File: config.mk
export PLATFORM = sky130hd
export DESIGN_NAME = apcc_audio_port_check
export DESIGN_NICKNAME = d
export VERILOG_FILES = /design/src/verilog/apcc_audio_port_check.v
export VERILOG_INCLUDE_DIRS = /design/src /design/src/verilog
export SDC_FILE = /design/constraint.sdc
export NUM_CORES = 1
export LEC_CHECK = 0
export BUFFER_PORTS_ARGS = -buffer_cell sky130_fd_sc_hd__buf_4
export CAP_MARGIN = 30
export CORE_ASPECT_RATIO = 0.7
export CORE_MARGIN = 5
export CORE_UTILIZATION = 61
export CTS_CLUSTER_SIZE = 28
export DETAILED_ROUTE_END_ITERATION = 10
export GPL_TIMING_DRIVEN = 0
export MAX_ROUTING_LAYER = met4
export PLACE_DENSITY = 0.9
export SYNTH_ARGS = -nofsm -noshare
export SYNTH_HDL_FRONTEND = slang
export SYNTH_SLANG_ARGS = --single-unit
File: constraint.sdc
create_clock -name pclk -period 6.9 [get_ports pclk]
set_input_delay 1.38 -clock pclk [delete_from_list [all_inputs] [get_ports pclk]]
set_output_delay 1.38 -clock pclk [all_outputs]
set_load 0.01 [all_outputs]
File: src/verilog/apcc_regs.vh
// register offsets, field positions, reset values and timing counts of the audio port checker
`ifndef APCC_REGS_VH
`define APCC_REGS_VH

// register indices (printed offsets) and byte addresses
`define APCC_IDX_BCQ 8'h26
`define APCC_IDX_MCT 8'h27
`define APCC_IDX_FMT 8'h28
`define APCC_IDX_OFS 8'h29
`define APCC_IDX_DCP 8'h2a
`define APCC_ADDR_BCQ 12'h098
`define APCC_ADDR_MCT 12'h09c
`define APCC_ADDR_FMT 12'h0a0
`define APCC_ADDR_OFS 12'h0a4
`define APCC_ADDR_DCP 12'h0a8
`define APCC_ADDR_STAT 12'h0c0
`define APCC_ADDR_IRQ_STAT 12'h0c4
`define APCC_ADDR_IRQ_EN 12'h0c8
`define APCC_ADDR_IRQ_CLR 12'h0cc
`define APCC_ADDR_CTRL 12'h0d0
`define APCC_ADDR_RATIO 12'h0d4

// field positions
`define APCC_BITCLK_GOOD_COUNT_LSB 4
`define APCC_BITCLK_BAD_COUNT_LSB 0
`define APCC_FMT_LSB 4
`define APCC_LEN_LSB 0
`define APCC_LPATH_LSB 4
`define APCC_RPATH_LSB 0

// reset values
`define APCC_BCQ_RST 8'h11
`define APCC_MCT_RST 8'h04
`define APCC_FMT_RST 8'h02
`define APCC_OFS_RST 8'h00
`define APCC_DCP_RST 8'h11
`define APCC_RATIO_RST 32'h0100_0080

// bit clock counts per frame that are acceptable
`define APCC_BCLK_MIN 10'h020
`define APCC_BCLK_MAX 10'h100

// frame formats
`define APCC_FMT_I2S 2'h0
`define APCC_FMT_DSP 2'h1
`define APCC_FMT_RTJ 2'h2
`define APCC_FMT_LTJ 2'h3

// path select codes
`define APCC_PATH_MUTE 2'h0
`define APCC_PATH_SAME 2'h1
`define APCC_PATH_CROSS 2'h2

`endif
File: src/verilog/apcc_audio_port_check.v
// serial audio port format selection and bit/master clock supervision
//
// Summary of operation
// RQ1: count bit clocks per frame; valid if 32..256 and equal to previous frame
// RQ2: bit clock good after good-threshold plus one consecutive valid frames
// RQ3: bit clock bad after bad-threshold plus one consecutive invalid frames
// RQ4: master clock good when count matches any ratio within programmed tolerance
// RQ5: two-bit frame format: I2S, DSP, right-justified, left-justified
// RQ6: two-bit word length: 16, 20, 24 or 32 bits
// RQ7: sample starts offset bit clocks after frame start; zero means none
// RQ8: reset good threshold one, length 24 bits, format and offset zero
// RQ9: raise clock error on bad bit clock unless its check is ignored
// RQ10: each channel path selects mute, same-side or opposite channel data
// RQ11: good/bad state holds until opposite run completes; other frame restarts
//
// The APB interface to the registers was chosen for this implementation.
`timescale 1ns/10ps
`include "apcc_regs.vh"

module apcc_audio_port_check (
    input wire pclk,
    input wire presetn,
    input wire psel,
    input wire penable,
    input wire pwrite,
    input wire [11:0] paddr,
    input wire [31:0] pwdata,
    output reg [31:0] prdata,
    output wire pready,
    output wire pslverr,
    input wire bclk,
    input wire lrclk,
    input wire mclk,
    input wire sdin,
    output reg [31:0] left_sample,
    output reg [31:0] right_sample,
    output reg sample_valid,
    output wire clock_error,
    output wire irq
);

    // ****************************************************************
    // register bus
    // ****************************************************************
    reg [7:0] bcq_q;
    reg [7:0] mct_q;
    reg [7:0] fmt_q;
    reg [7:0] ofs_q;
    reg [7:0] dcp_q;
    reg [2:0] irq_stat_q;
    reg [2:0] irq_en_q;
    reg ignore_bclk_q;
    reg [31:0] ratio_q;
    reg bclk_good_q;
    reg mclk_good_q;
    reg [9:0] last_count_q;

    wire wr_en;
    wire rd_en;
    wire [2:0] evt;

    assign wr_en = psel & penable & pwrite;
    assign rd_en = psel & penable & ~pwrite;
    assign pready = 1'b1;
    assign pslverr = psel & penable & ~addr_known(paddr);

    // address decode, used by the error path
    function addr_known;
        input [11:0] a;
        begin
            case (a)
                `APCC_ADDR_BCQ, `APCC_ADDR_MCT, `APCC_ADDR_FMT, `APCC_ADDR_OFS,
                `APCC_ADDR_DCP, `APCC_ADDR_STAT, `APCC_ADDR_IRQ_STAT,
                `APCC_ADDR_IRQ_EN, `APCC_ADDR_IRQ_CLR, `APCC_ADDR_CTRL,
                `APCC_ADDR_RATIO: addr_known = 1'b1;
                default: addr_known = 1'b0;
            endcase
        end
    endfunction

    // register writes
    always @(posedge pclk or negedge presetn) begin
        if (!presetn) begin
            // RQ8 reset field values
            bcq_q <= `APCC_BCQ_RST;
            mct_q <= `APCC_MCT_RST;
            fmt_q <= `APCC_FMT_RST;
            ofs_q <= `APCC_OFS_RST;
            dcp_q <= `APCC_DCP_RST;
            irq_en_q <= 3'h0;
            ignore_bclk_q <= 1'b0;
            ratio_q <= `APCC_RATIO_RST;
        end else if (wr_en) begin
            case (paddr)
                `APCC_ADDR_BCQ: bcq_q <= pwdata[7:0];
                `APCC_ADDR_MCT: mct_q <= {3'h0, pwdata[4:0]};
                `APCC_ADDR_FMT: fmt_q <= {2'h0, pwdata[5:4], 2'h0, pwdata[1:0]};
                `APCC_ADDR_OFS: ofs_q <= pwdata[7:0];
                `APCC_ADDR_DCP: dcp_q <= {2'h0, pwdata[5:4], 2'h0, pwdata[1:0]};
                `APCC_ADDR_IRQ_EN: irq_en_q <= pwdata[2:0];
                `APCC_ADDR_CTRL: ignore_bclk_q <= pwdata[0];
                `APCC_ADDR_RATIO: ratio_q <= pwdata;
                default: ;
            endcase
        end
    end

    // read mux
    always @* begin
        prdata = 32'h0;
        if (rd_en) begin
            case (paddr)
                `APCC_ADDR_BCQ: prdata = {24'h0, bcq_q};
                `APCC_ADDR_MCT: prdata = {24'h0, mct_q};
                `APCC_ADDR_FMT: prdata = {24'h0, fmt_q};
                `APCC_ADDR_OFS: prdata = {24'h0, ofs_q};
                `APCC_ADDR_DCP: prdata = {24'h0, dcp_q};
                `APCC_ADDR_STAT: prdata = {19'h0, last_count_q, clock_error,
                    mclk_good_q, bclk_good_q};
                `APCC_ADDR_IRQ_STAT: prdata = {29'h0, irq_stat_q};
                `APCC_ADDR_IRQ_EN: prdata = {29'h0, irq_en_q};
                `APCC_ADDR_CTRL: prdata = {31'h0, ignore_bclk_q};
                `APCC_ADDR_RATIO: prdata = ratio_q;
                default: prdata = 32'h0;
            endcase
        end
    end

    // sticky status, set wins over clear
    always @(posedge pclk or negedge presetn) begin
        if (!presetn) begin
            irq_stat_q <= 3'h0;
        end else if (wr_en && paddr == `APCC_ADDR_IRQ_CLR) begin
            irq_stat_q <= (irq_stat_q & ~pwdata[2:0]) | evt;
        end else begin
            irq_stat_q <= irq_stat_q | evt;
        end
    end

    assign irq = |(irq_stat_q & irq_en_q);

    // ****************************************************************
    // input synchronisers
    // ****************************************************************
    reg [3:0] sync1_q;
    reg [3:0] sync2_q;
    reg [2:0] prev_q;

    // two stages for each pin
    always @(posedge pclk or negedge presetn) begin
        if (!presetn) begin
            sync1_q <= 4'h0;
            sync2_q <= 4'h0;
            prev_q <= 3'h0;
        end else begin
            sync1_q <= {sdin, mclk, lrclk, bclk};
            sync2_q <= sync1_q;
            prev_q <= sync2_q[2:0];
        end
    end

    wire bclk_rise;
    wire mclk_rise;
    wire lr_edge;
    wire lr_rise;
    assign bclk_rise = sync2_q[0] & ~prev_q[0];
    assign lr_edge = sync2_q[1] ^ prev_q[1];
    assign lr_rise = sync2_q[1] & ~prev_q[1];
    assign mclk_rise = sync2_q[2] & ~prev_q[2];

    // ****************************************************************
    // bit clock qualification
    // ****************************************************************
    reg [9:0] bcnt_q;
    reg [10:0] mcnt_q;
    reg [3:0] run_q;
    reg frame_seen_q;
    wire [9:0] bcnt_tot;
    wire frame_ok;
    wire [3:0] run_lim;

    assign bcnt_tot = bclk_rise ? bcnt_q + 10'h1 : bcnt_q;
    // RQ1 range and repeat check
    assign frame_ok = frame_seen_q && bcnt_tot >= `APCC_BCLK_MIN &&
        bcnt_tot <= `APCC_BCLK_MAX && bcnt_tot == last_count_q;
    assign run_lim = bclk_good_q ? bcq_q[`APCC_BITCLK_BAD_COUNT_LSB+3:`APCC_BITCLK_BAD_COUNT_LSB] :
        bcq_q[`APCC_BITCLK_GOOD_COUNT_LSB+3:`APCC_BITCLK_GOOD_COUNT_LSB];

    // per-frame counting and persistence
    always @(posedge pclk or negedge presetn) begin
        if (!presetn) begin
            bcnt_q <= 10'h0;
            last_count_q <= 10'h0;
            frame_seen_q <= 1'b0;
            run_q <= 4'h0;
            bclk_good_q <= 1'b0;
        end else if (lr_rise) begin
            // RQ1 count per frame
            bcnt_q <= 10'h0;
            last_count_q <= bcnt_tot;
            frame_seen_q <= 1'b1;
            if (frame_ok != bclk_good_q) begin
                // RQ2 RQ3 threshold plus one
                if (run_q == run_lim) begin
                    bclk_good_q <= frame_ok;
                    run_q <= 4'h0;
                end else begin
                    run_q <= run_q + 4'h1;
                end
            end else begin
                // RQ11 restart run
                run_q <= 4'h0;
            end
        end else if (bclk_rise && bcnt_q != 10'h3ff) begin
            bcnt_q <= bcnt_q + 10'h1;
        end
    end

    // RQ9 clock error gating
    assign clock_error = ~bclk_good_q & ~ignore_bclk_q;

    // ****************************************************************
    // master clock qualification
    // ****************************************************************
    wire [10:0] mcnt_tot;
    wire [10:0] tol;
    wire [10:0] ratio_a;
    wire [10:0] ratio_b;
    assign mcnt_tot = mclk_rise ? mcnt_q + 11'h1 : mcnt_q;
    assign tol = {6'h0, mct_q[4:0]};
    assign ratio_a = ratio_q[10:0];
    assign ratio_b = ratio_q[26:16];

    // ratio compare within tolerance
    function near;
        input [10:0] cnt;
        input [10:0] rval;
        input [10:0] t;
        begin
            near = ({1'b0, cnt} + {1'b0, t} >= {1'b0, rval}) && // one spare bit, no wrap
                ({1'b0, cnt} <= {1'b0, rval} + {1'b0, t});
        end
    endfunction

    // master clocks per frame
    always @(posedge pclk or negedge presetn) begin
        if (!presetn) begin
            mcnt_q <= 11'h0;
            mclk_good_q <= 1'b0;
        end else if (lr_rise) begin
            mcnt_q <= 11'h0;
            // RQ4 any supported ratio
            mclk_good_q <= near(mcnt_tot, ratio_a, tol) | near(mcnt_tot, ratio_b, tol);
        end else if (mclk_rise && mcnt_q != 11'h7ff) begin
            mcnt_q <= mcnt_q + 11'h1;
        end
    end

    // events: bclk good change, mclk good change, bclk bad
    reg bgood_d1_q;
    reg mgood_d1_q;
    always @(posedge pclk or negedge presetn) begin
        if (!presetn) begin
            bgood_d1_q <= 1'b0;
            mgood_d1_q <= 1'b0;
        end else begin
            bgood_d1_q <= bclk_good_q;
            mgood_d1_q <= mclk_good_q;
        end
    end
    assign evt = {bgood_d1_q & ~bclk_good_q, mgood_d1_q ^ mclk_good_q,
        bgood_d1_q ^ bclk_good_q};

    // ****************************************************************
    // serial data capture
    // ****************************************************************
    reg [8:0] slot_q;
    reg [31:0] shift_q;
    reg [31:0] lcap_q;
    reg [31:0] rcap_q;
    reg [5:0] got_q;
    reg chan_q;
    wire [5:0] wlen;
    wire [8:0] start;
    wire [1:0] fmt;

    assign fmt = fmt_q[`APCC_FMT_LSB+1:`APCC_FMT_LSB];

    // RQ6 word length decode
    assign wlen = (fmt_q[1:0] == 2'h0) ? 6'd16 : (fmt_q[1:0] == 2'h1) ? 6'd20 :
        (fmt_q[1:0] == 2'h2) ? 6'd24 : 6'd32;

    // RQ5 RQ7 first data bit of a half frame
    assign start = (fmt == `APCC_FMT_I2S) ? {1'b0, ofs_q} + 9'h1 :
        (fmt == `APCC_FMT_RTJ) ? {1'b0, ofs_q} +
        ((last_count_q[9:1] > {3'h0, wlen}) ? last_count_q[9:1] - {3'h0, wlen} : 9'h0) :
        {1'b0, ofs_q};

    // shift in on bit clock rise
    always @(posedge pclk or negedge presetn) begin
        if (!presetn) begin
            slot_q <= 9'h0;
            shift_q <= 32'h0;
            lcap_q <= 32'h0;
            rcap_q <= 32'h0;
            got_q <= 6'h0;
            chan_q <= 1'b0;
        end else if ((fmt == `APCC_FMT_DSP) ? lr_rise : lr_edge) begin
            // frame or half-frame start; DSP carries both words after one pulse
            slot_q <= 9'h0;
            got_q <= 6'h0;
            chan_q <= (fmt == `APCC_FMT_DSP) ? 1'b0 :
                (fmt == `APCC_FMT_I2S) ? sync2_q[1] : ~sync2_q[1];
        end else if (bclk_rise) begin
            slot_q <= slot_q + 9'h1;
            if (slot_q >= start && got_q < wlen) begin
                shift_q <= {shift_q[30:0], sync2_q[3]};
                got_q <= got_q + 6'h1;
                if (got_q + 6'h1 == wlen) begin
                    if (chan_q) begin
                        rcap_q <= ({shift_q[30:0], sync2_q[3]} << (6'd32 - wlen));
                    end else begin
                        lcap_q <= ({shift_q[30:0], sync2_q[3]} << (6'd32 - wlen));
                    end
                    if (fmt == `APCC_FMT_DSP && !chan_q) begin
                        chan_q <= 1'b1;
                        got_q <= 6'h0;
                        slot_q <= start; // right word follows with no gap
                    end
                end
            end
        end
    end

    // path select per channel
    function [31:0] route;
        input [1:0] sel;
        input [31:0] same;
        input [31:0] other;
        begin
            case (sel)
                `APCC_PATH_SAME: route = same;
                `APCC_PATH_CROSS: route = other;
                default: route = 32'h0;
            endcase
        end
    endfunction

    // output samples once per frame
    always @(posedge pclk or negedge presetn) begin
        if (!presetn) begin
            left_sample <= 32'h0;
            right_sample <= 32'h0;
            sample_valid <= 1'b0;
        end else begin
            sample_valid <= lr_rise;
            if (lr_rise) begin
                // RQ10 channel source select
                left_sample <= route(dcp_q[`APCC_LPATH_LSB+1:`APCC_LPATH_LSB], lcap_q, rcap_q);
                right_sample <= route(dcp_q[`APCC_RPATH_LSB+1:`APCC_RPATH_LSB], rcap_q, lcap_q);
            end
        end
    end

endmodule

==> metrics.cfg, run 1 <==
[outcome]
outcome=complete, no violations

[clocking]
clockBufferDepth=3
htreeDepth=1
clk_latency_ns=0.58
path_clk_slew_ns=0.07
cts_tree=built
root_buffer=clkbuf_16
clock-sinks=295
hold_buffers=0
cts_buffers=29

[setup_path]
path_class=reg2reg
worstPathRequired_ns=7.39
r2r_cells=30
r2r-end=lcap_q[26]
r2r_start=fmt_q[1]
cpPeakStageDelay_ns=0.65
crit_start=fmt_q[1]
end_kind=register
cp_slowest_cell=dfstp_2
r2r_slack_ns=0.37
crit_end=lcap_q[26]
cp_num_cells=30
cp.arrival_ns=7.03
cp_num_buf_inv=5
crit_path_max_fanout=10
cp-start-kind=register
cp_top_family=compound AO/OA/AOI/OAI gates

[power_and_ir_drop]
ir_drop_mv=0.191
p_comb_share_pct=9.8
pwr-share-clk_pct=43.3
share_seq_of_total_power_pct=46.9
pwr_density_cell_nw_per_um2=195
p_leak_nw=8.85
finalPower_mw=3.89
power.net_switching_mw=1.02
sw_frac_of_total_pct=26.2
p_int_mw=2.87

[synth]
synth_top_family_by_area=compound AO/OA/AOI/OAI gates
synth_commonest_cells=287 x dfrtp_1, 164 x nand2_1, 142 x o21ai_0
yosys_warnings=0
synth-edff-count=0
synth-xor-area-share_pct=3.71
synth_area_per_cell_um2=9.83
synth_top_flop_cell=dfrtp_1
synth_most_common_cell=dfrtp_1
synthSimpleGateAreaFrac_pct=14.6
synthArstFlopShare_pct=100
synth_cells=1753
synth_top_area_share_pct=41.7
synth_area_um2=17200
synthTopCellsByArea=dfrtp_1 42%, ha_1 7.1%, mux2_2 5.2%, o21ai_0 4.1%, nand2_1 3.6%
synth.mux.area_fraction_pct=8.38
synth_cell_type_count=76
synth_area_leader_cell=dfrtp_1
ys_ff_latch=295
yosysSeqAreaShare_pct=42.9
synth_fp_nets=1909
synth_fa_ha_area_share_pct=7.69
synth_compound_area_share_pct=18.9

[min_path]
hold_path_class=reg2reg

[floorplanning]
num_rows=51
io_pins=154
initial_core_util_pct=62.0
die-area_um2=31800
core_um2=27800
fp.dieH_um=151
die_w_um=211

[timing]
finalMaxSlewViolations=0
rsz0062_at_grt=false
tns_ns=0
slew_headroom_pct=28.2
setup_viol=0
period_share_pct=94.7
timing_hold_violations_final=0
period_needed_ns=6.53
fmax_mhz=153
whs_ns=0.350
tightest_slew_ns=1.07
fin_skew_ns=0.0145

[routing]
wl_per_cell_um=22.5
vias_per_cell=6.59
drcViolationCount=0
ant_nets=0
routed_wl_mm=52.4
vias=15400
drt_first_pass_iters=6
drt_iter0_drc=2217

[global_route]
grt_usage_pct=33.4
grt_pass1_vias=14700
grt_pass1_wl_mm=81.9
grt_overflow=0
antenna_found_initial=0
grt_max_degree=123

[cells_and_area]
multi_input_area_um2=9220
n_antenna_cell=0
synthToLayoutAreaGrowth_pct=15.9
fin_nets=2096
fill_cells=2000
fin_util_pct=71.8
regArea_um2=7390
final_area_um2=20000
drive_gt1_share_pct=17.2

[place]
post-dp-hpwl_mm=38.9
gp_congestion=0.963
placed_area_um2=18900
placement.io_buffers=151

[job]
maxCapViolations=0

[how the worst min path moves through the flow]
stage               startpoint         end  slack, ns  cells after the start
floorplan           sync1_q[0]  sync2_q[0]       0.33                      0
global placement    sync1_q[1]  sync2_q[1]       0.33                      0
detailed placement  sync1_q[3]  sync2_q[3]       0.34                      0
CTS                 sync1_q[3]  sync2_q[3]       0.35                      0
global route        sync1_q[3]  sync2_q[3]       0.36                      0
finish              sync1_q[3]  sync2_q[3]       0.35                      0
[routing by layer]
layer | track usage, % | share of wire, %
met5 | - | 0
met4 | 7.26 | 2.6
met3 | 9.94 | 12
met2 | 46.5 | 42
met1 | 48.8 | 44
[per-stage QoR]
stage | setup WS, ns | std cells
finish | 0.366 | 2331
global route | 0.00579 | 2331
CTS | 0.0150 | 2331
detailed placement | -0.435 | 2279
global placement | -0.209 | 2275
floorplan | 1.33 | 1753
[worst register-to-register path, delay by kind of cell, from the launching register on]
kind,cells,cell delay [ns]
compound gates,12,2.34
simple gates,8,1.42
fa+ha+maj,4,1.12
buf+inv,5,0.82
flops,1,0.65
mux,1,0.08
[cells in the final DEF, fill, tap and decap left out, drive strengths merged, types with 66 or more instances in the layout]
cell | netlist | routed
buf | 14 | 171
nand2 | 164 | 164
inv | 69 | 72
o2bb2ai | 66 | 66
a21oi | 73 | 73
ha | 98 | 98
mux2 | 80 | 80
nor2 | 104 | 104
o21ai | 142 | 142
dfrtp | 287 | 287
clkbuf | 86 | 124
a22oi | 77 | 77
[final cells by class]
class                   count  area share [%]
multi-input cells        1289            46.1
clock inverters            12           0.877
inverters                  69            1.30
plain buffers              99            2.03
repair buffers            157            6.24
well taps                 371            2.32
flip-flops and latches    295            37.0
clock buffers              39            4.12
[power groups by stage]
stage / sequential, mW / clock [mW] / combinational, mW
3_5_place_dp: 1.85 / 0 / 0.366
5_1_grt: 1.83 / 1.76 / 0.420
6_report: 1.82 / 1.68 / 0.382
2_1_floorplan: 1.83 / 0 / 0.222
4_1_cts: 1.82 / 1.68 / 0.375
3_3_place_gp: 1.85 / 0 / 0.345
[kinds of logic after synthesis]
group / count (synthesis)
compound gates: 486
xor+xnor: 73
fa+ha+maj: 103
buf+inv: 169
flops: 295
mux: 123
other cells: 1
simple gates: 503
[what timing repair did]
action	4_1_cts	5_1_grt
gates resized for setup	7	24
pin swaps	1	1
endpoints found under the setup margin	94	107
gates cloned	0	0
setup buffers	1	1
[flip-flops by register name, indices dropped and copies added (netlist names), 3 cells and up]
signal / count
mcnt_q: 11
last_count_q: 10
sync2_q: 4
right_sample: 32
fmt_q: 4
mct_q: 5
irq_stat_q: 3
shift_q: 31
irq_en_q: 3
dcp_q: 4
slot_q: 9
ofs_q: 8
lcap_q: 32
prev_q: 3
ratio_q: 32
sync1_q: 4
bcnt_q: 10
run_q: 4
bcq_q: 8
left_sample: 32
got_q: 6
rcap_q: 32
(Power assumes the default switching activity.)
==> inputs of run 2 (changes only) <==
- clock period: 6.9 -> 7.4 ns (I/O delays scaled with it)
==> run 2 against run 1 <==
  * Clock skew is essentially flat
  * First-iteration DRC count shrank 8.1%
  * Non-clock buffer count grew 3
  * Power shrank 6.9%
  * Clock-buffer cell count is the same
  * Largest cell class unchanged
==> metrics.cfg, run 2 (synthesized netlist as in run 1, its figures left out) <==
[timing]
tns_ns=0  ; unchanged
fmax_mhz=143  ; -6.3%
slew_headroom_pct=27.3  ; -0.85 points
timing_hold_violations_final=0  ; unchanged
fin_skew_ns=0.0143  ; -0.000151 ns
period_needed_ns=6.97  ; +0.437 ns
tightest_slew_ns=1.08  ; +0.0126 ns
setup_viol=0  ; unchanged
period_share_pct=94.2  ; -0.49 points
finalMaxSlewViolations=0  ; unchanged

[cells_and_area]
fin_cells=2334  ; +0.13%
fin_nets=2099  ; +0.14%
synthToLayoutAreaGrowth_pct=15.8  ; about the same
most-common-layout-cells=287 x dfrtp_1, 164 x nand2_1, 155 x buf_4, 142 x o21ai_0, 104 x nor2_1
n_antenna_cell=0  ; unchanged
final_common_cell=dfrtp_1
drive_gt1_share_pct=16.9  ; -0.38 points
final_area_um2=20000  ; about the same

[setup_path]
cp.arrival_ns=7.46  ; +0.43 ns
cpPeakStageDelay_ns=0.65  ; about the same
cp-start-kind=register
end_kind=register
path_class=reg2reg
worstPathRequired_ns=7.89  ; +0.50 ns
r2r_cells=29  ; -3.3%
crit_path_frequent_cell=o21ai_0
crit_path_max_fanout=10  ; unchanged
cp_slowest_cell=dfstp_2

[clocking]
clock-sinks=295  ; unchanged
hold_buffers=0  ; unchanged
htreeDepth=1  ; unchanged
clockBufferDepth=3  ; unchanged
clk_latency_ns=0.58  ; about the same
path_clk_slew_ns=0.07  ; about the same
cts_buffers=29  ; unchanged
root_buffer=clkbuf_16
cts_tree=built

[place]
gp_congestion=0.963  ; unchanged
post-dp-hpwl_mm=38.9  ; unchanged
dp_cells=2279  ; unchanged
placed_area_um2=18900  ; unchanged
placement.io_buffers=151  ; unchanged

[outcome]
outcome=complete, no violations

[floorplanning]
num_rows=51  ; unchanged
die_w_um=211  ; unchanged
core_um2=27800  ; unchanged
die-area_um2=31800  ; unchanged
initial_core_util_pct=62.0  ; unchanged
fp.dieH_um=151  ; unchanged
io_pins=154  ; unchanged

[global_route]
grt_pass1_wl_mm=81.7  ; -0.24%
grt_usage_pct=33.4  ; -0.089 points
antenna_found_initial=0  ; unchanged
grt_overflow=0  ; unchanged
grt_max_degree=123  ; unchanged
grt_pass1_vias=14700  ; +0.089%

[min_path]
min_path_cells=0  ; unchanged
hold_path_class=reg2reg

[power_and_ir_drop]
ir_drop_mv=0.178  ; -6.7%
finalPower_mw=3.62  ; -6.9%
pwr_density_cell_nw_per_um2=181  ; -6.8%
p_leak_nw=8.82  ; -0.28%

[routing]
drt_iter0_drc=2038  ; -8.1%
ant_nets=0  ; unchanged
drcViolationCount=0  ; unchanged
wl_per_cell_um=22.5  ; -0.11%
drt_first_pass_iters=6  ; unchanged
vias=15300  ; -0.67%
vias_per_cell=6.53  ; -0.80%
routed_wl_mm=52.4  ; about the same

[job]
maxCapViolations=0  ; unchanged

==> run 2: cell count changes in the layout (fill, tap and decap cells not counted), sizes merged <==
| cell | change |
|---|---|
| buf | +2 |
| clkbuf | +1 |
==> run 2: per-stage QoR <==
| stage | setup WS [ns] | hold WS (ns) | utilization, % |
|---|---|---|---|
| after floorplan | 1.83 | 0.331 | - |
| after global placement | 0.291 | 0.334 | 67.7 |
| after detailed placement | 0.0651 | 0.336 | 68.0 |
| after CTS | 0.116 | 0.350 | 71.6 |
| after global routing | -0.000441 | 0.364 | 71.8 |
| final | 0.428 | 0.347 | 71.8 |
==> run 2: layer usage <==
metal	vias to the layer above	GRT usage (%)	routed length, um
met3	119	9.64	6440
li1	6776	-	-
met4	0	7.19	1180
met5	-	-	0
met2	898	46.4	21900
met1	7458	48.9	22900
==> run 2: timing repair <==
action,in CTS,in global routing
endpoints found under the hold margin,0,0
gates resized for setup,1,12
endpoints found under the setup margin,35,94
buffers inserted,0,4
pin swaps,0,2
==> run 2: worst paths after layout <==
kind                       startpoint         endpoint  slack [ns]
hold reg to reg            sync1_q[3]       sync2_q[3]        0.35
max in group asynchronous     presetn  right_sample[0]        5.51
setup / recovery             fmt_q[1]       rcap_q[19]        0.43
hold / removal             sync1_q[3]       sync2_q[3]        0.35
min in group asynchronous     presetn        bcnt_q[7]        0.86
setup reg to reg             fmt_q[1]       rcap_q[19]        0.43
==> run 2: area by class of cell <==
type,instances,area (um^2)
multi-input cells,1289,9220
fillers,2005,7860
flip-flops and latches,295,7390
repair buffers,159,1240
clock buffers,39,823
well taps,371,464
plain buffers,100,398
inverters,69,259
clock inverters,12,175
==> run 2: critical path: cells and delay by family (launching register included) <==
kind                     cells  cell delay, ns
multiplexers                 1            0.08
AO/OA/AOI/OAI               12            2.58
adder cells (fa/ha/maj)      4            1.14
buffers and inverters        4            0.89
AND/OR/NAND/NOR              8            1.48
flip-flops                   1            0.65
==> run 2: where the power goes <==
group	switching [mW]	internal [mW]
Clock	0.671	0.892
Combinational	0.216	0.138
Sequential	0.0580	1.64
Total	0.945	2.67
==> inputs of run 3 (changes only) <==
- clock period: 7.4 -> 6.75 ns (I/O delays scaled with it)
==> run 3 against run 2 <==
  * Utilization is 0.16 points higher
  * Final area is 0.23% higher
  * Die area stayed put
  * Sequential power is 10% higher
  * Combinational power is 11% higher
  * Hold slack better by 0.0029 ns
  * Maximum frequency is 8.2% higher
  * Non-clock buffer count stayed put
  * Power is 9.8% higher
  * Setup slack worse by 0.12 ns
  * Global-route usage is 0.26 points higher
  * Final cell count stayed put
  * Critical endpoint is now lcap_q[12]
  * Largest power group unchanged
==> metrics.cfg, run 3 (synthesized netlist as in run 1, its figures left out) <==
[outcome]
outcome=complete, no violations

[clocking]
path_clk_slew_ns=0.07  ; about the same
clk_latency_ns=0.59  ; about the same
cts_tree=built
cts_buffers=29  ; unchanged
htreeDepth=1  ; unchanged
hold_buffers=0  ; unchanged
clockBufferDepth=3  ; unchanged
root_buffer=clkbuf_16
clock-sinks=295  ; unchanged

[timing]
tns_ns=0  ; unchanged
setup_viol=0  ; unchanged
fin_skew_ns=0.0191  ; +0.00472 ns
period_share_pct=95.5  ; +1.2 points
whs_ns=0.350  ; +0.00288 ns
finalMaxSlewViolations=0  ; unchanged
tightest_slew_ns=1.11  ; +0.0275 ns
period_needed_ns=6.44  ; -0.528 ns
fmax_mhz=155  ; +8.2%
timing_hold_violations_final=0  ; unchanged
rsz0062_at_grt=false
slew_headroom_pct=25.5  ; -1.8 points

[routing]
ant_nets=0  ; unchanged
wl_per_cell_um=22.6  ; +0.55%
vias_per_cell=6.56  ; +0.43%
vias=15300  ; +0.43%
routed_wl_mm=52.7  ; +0.55%
drcViolationCount=0  ; unchanged
drt_iter0_drc=2086  ; +2.4%
drt_first_pass_iters=7  ; +1

[cells_and_area]
multi_input_area_um2=9230  ; +0.20%
regArea_um2=7390  ; about the same
fin_nets=2099  ; unchanged
fill_cells=1993  ; -0.60%
final_common_cell=dfrtp_1
n_antenna_cell=0  ; unchanged
drive_gt1_share_pct=17.5  ; +0.61 points
most-common-layout-cells=286 x dfrtp_1, 164 x nand2_1, 154 x buf_4, 138 x o21ai_0, 104 x nor2_1
fin_util_pct=71.9  ; +0.16 points
fin_cells=2334  ; unchanged
synthToLayoutAreaGrowth_pct=16.1

[min_path]
hold_path_class=reg2reg
worst_hold_path.endpoint=sync2_q[3]
hp-start=sync1_q[3]
min_path_cells=0  ; unchanged

[global_route]
grt_pass1_wl_mm=82.3  ; +0.69%
grt_max_degree=123  ; unchanged
grt_pass1_vias=14800  ; +0.41%
grt_usage_pct=33.6  ; +0.26 points
antenna_found_initial=0  ; unchanged
grt_overflow=0  ; unchanged

[setup_path]
r2r_start=fmt_q[1]
path_class=reg2reg
cp-start-kind=register
crit_path_max_fanout=10  ; unchanged
cp_slowest_cell=dfstp_2
r2r_cells=28  ; -3.4%
end_kind=register
r2r_slack_ns=0.31  ; -0.12 ns
r2r-end=lcap_q[12]
cp.arrival_ns=6.92  ; -0.54 ns
worstPathRequired_ns=7.23  ; -0.66 ns
cpPeakStageDelay_ns=0.66  ; about the same
crit_start=fmt_q[1]

[power_and_ir_drop]
sw_frac_of_total_pct=26.2  ; +0.060 points
pwr-share-clk_pct=43.2  ; about the same
p_int_mw=2.93  ; +9.7%
power.net_switching_mw=1.04  ; +10%
p_leak_nw=8.85  ; +0.35%
p_comb_share_pct=9.9  ; about the same
share_seq_of_total_power_pct=47.0  ; about the same
pwr_density_cell_nw_per_um2=199  ; +9.6%
ir_drop_mv=0.197  ; +11%

[place]
dp_cells=2279  ; unchanged
placement.io_buffers=151  ; unchanged
gp_congestion=0.963  ; unchanged
post-dp-hpwl_mm=38.9  ; unchanged

[floorplanning]
die-area_um2=31800  ; unchanged
io_pins=154  ; unchanged
initial_core_util_pct=62.0  ; unchanged
core_um2=27800  ; unchanged
fp.dieH_um=151  ; unchanged
num_rows=51  ; unchanged
die_w_um=211  ; unchanged

[job]
maxCapViolations=0  ; unchanged

-- run 3: cell types whose count changed in the layout (fill, tap and decap cells not counted), sizes merged --
cell    previous run  this run
clkbuf           125       123
buf              173       175
-- run 3: final cells by class --
class / count / area share (%)
tap: 371 / 2.32
clock buffer: 39 / 4.11
timing repair buffer: 159 / 6.24
buffer: 100 / 2.05
multi-input combinational: 1289 / 46.2
inverter: 69 / 1.29
clock inverter: 12 / 0.875
sequential: 295 / 37.0
-- run 3: per-layer routing --
| metal | global-route usage, % | vias up | routed length, um |
|---|---|---|---|
| met4 | 7.64 | 0 | 1240 |
| li1 | - | 6784 | - |
| met1 | 49.3 | 7467 | 22700 |
| met2 | 46.7 | 950 | 22000 |
| met5 | - | - | 0 |
| met3 | 9.46 | 115 | 6750 |
-- run 3: worst max-delay path: cells and delay by family (launching register included) --
kind / cells / cell delay, ns
buffers and inverters: 4 / 0.76
AND/OR/NAND/NOR: 7 / 1.13
adder cells (fa/ha/maj): 4 / 1.09
AO/OA/AOI/OAI: 12 / 2.49
flip-flops: 1 / 0.66
XOR/XNOR: 1 / 0.19
-- run 3: how the worst max path moves through the flow --
stage	slack (ns)	cells past startpoint	to
final	0.31	28	lcap_q[12]
after global routing	0.03	30	lcap_q[29]
after CTS	0.009	27	shift_q[7]
after detailed placement	-0.58	28	lcap_q[23]
after global placement	-0.36	29	lcap_q[23]
after floorplan	1.18	26	shift_q[0]
-- run 3: power by group through the flow --
stage               registers (mW)  logic (mW)  clock network (mW)
CTS                           1.86       0.383                1.72
global placement              1.89       0.353                   0
detailed placement            1.89       0.374                   0
floorplan                     1.87       0.227                   0
finish                        1.87       0.393                1.72
global route                  1.87       0.432                1.80
-- run 3: what timing repair did --
| item | CTS | global route |
|---|---|---|
| setup endpoints to repair | 94 | 111 |
| pin swaps | 2 | 1 |
| setup buffers | 3 | 1 |
| resized for setup | 15 | 17 |
-- run 3: through the flow --
stage / total power, mW / setup WS [ns] / area (um^2)
3_5_place_dp: 2.27 / -0.585 / 18900
6_report: 3.98 / 0.307 / 20000
3_3_place_gp: 2.24 / -0.359 / 18800
2_1_floorplan: 2.10 / 1.18 / 17200
4_1_cts: 3.97 / 0.00931 / 20000
5_1_grt: 4.10 / 0.0277 / 20000
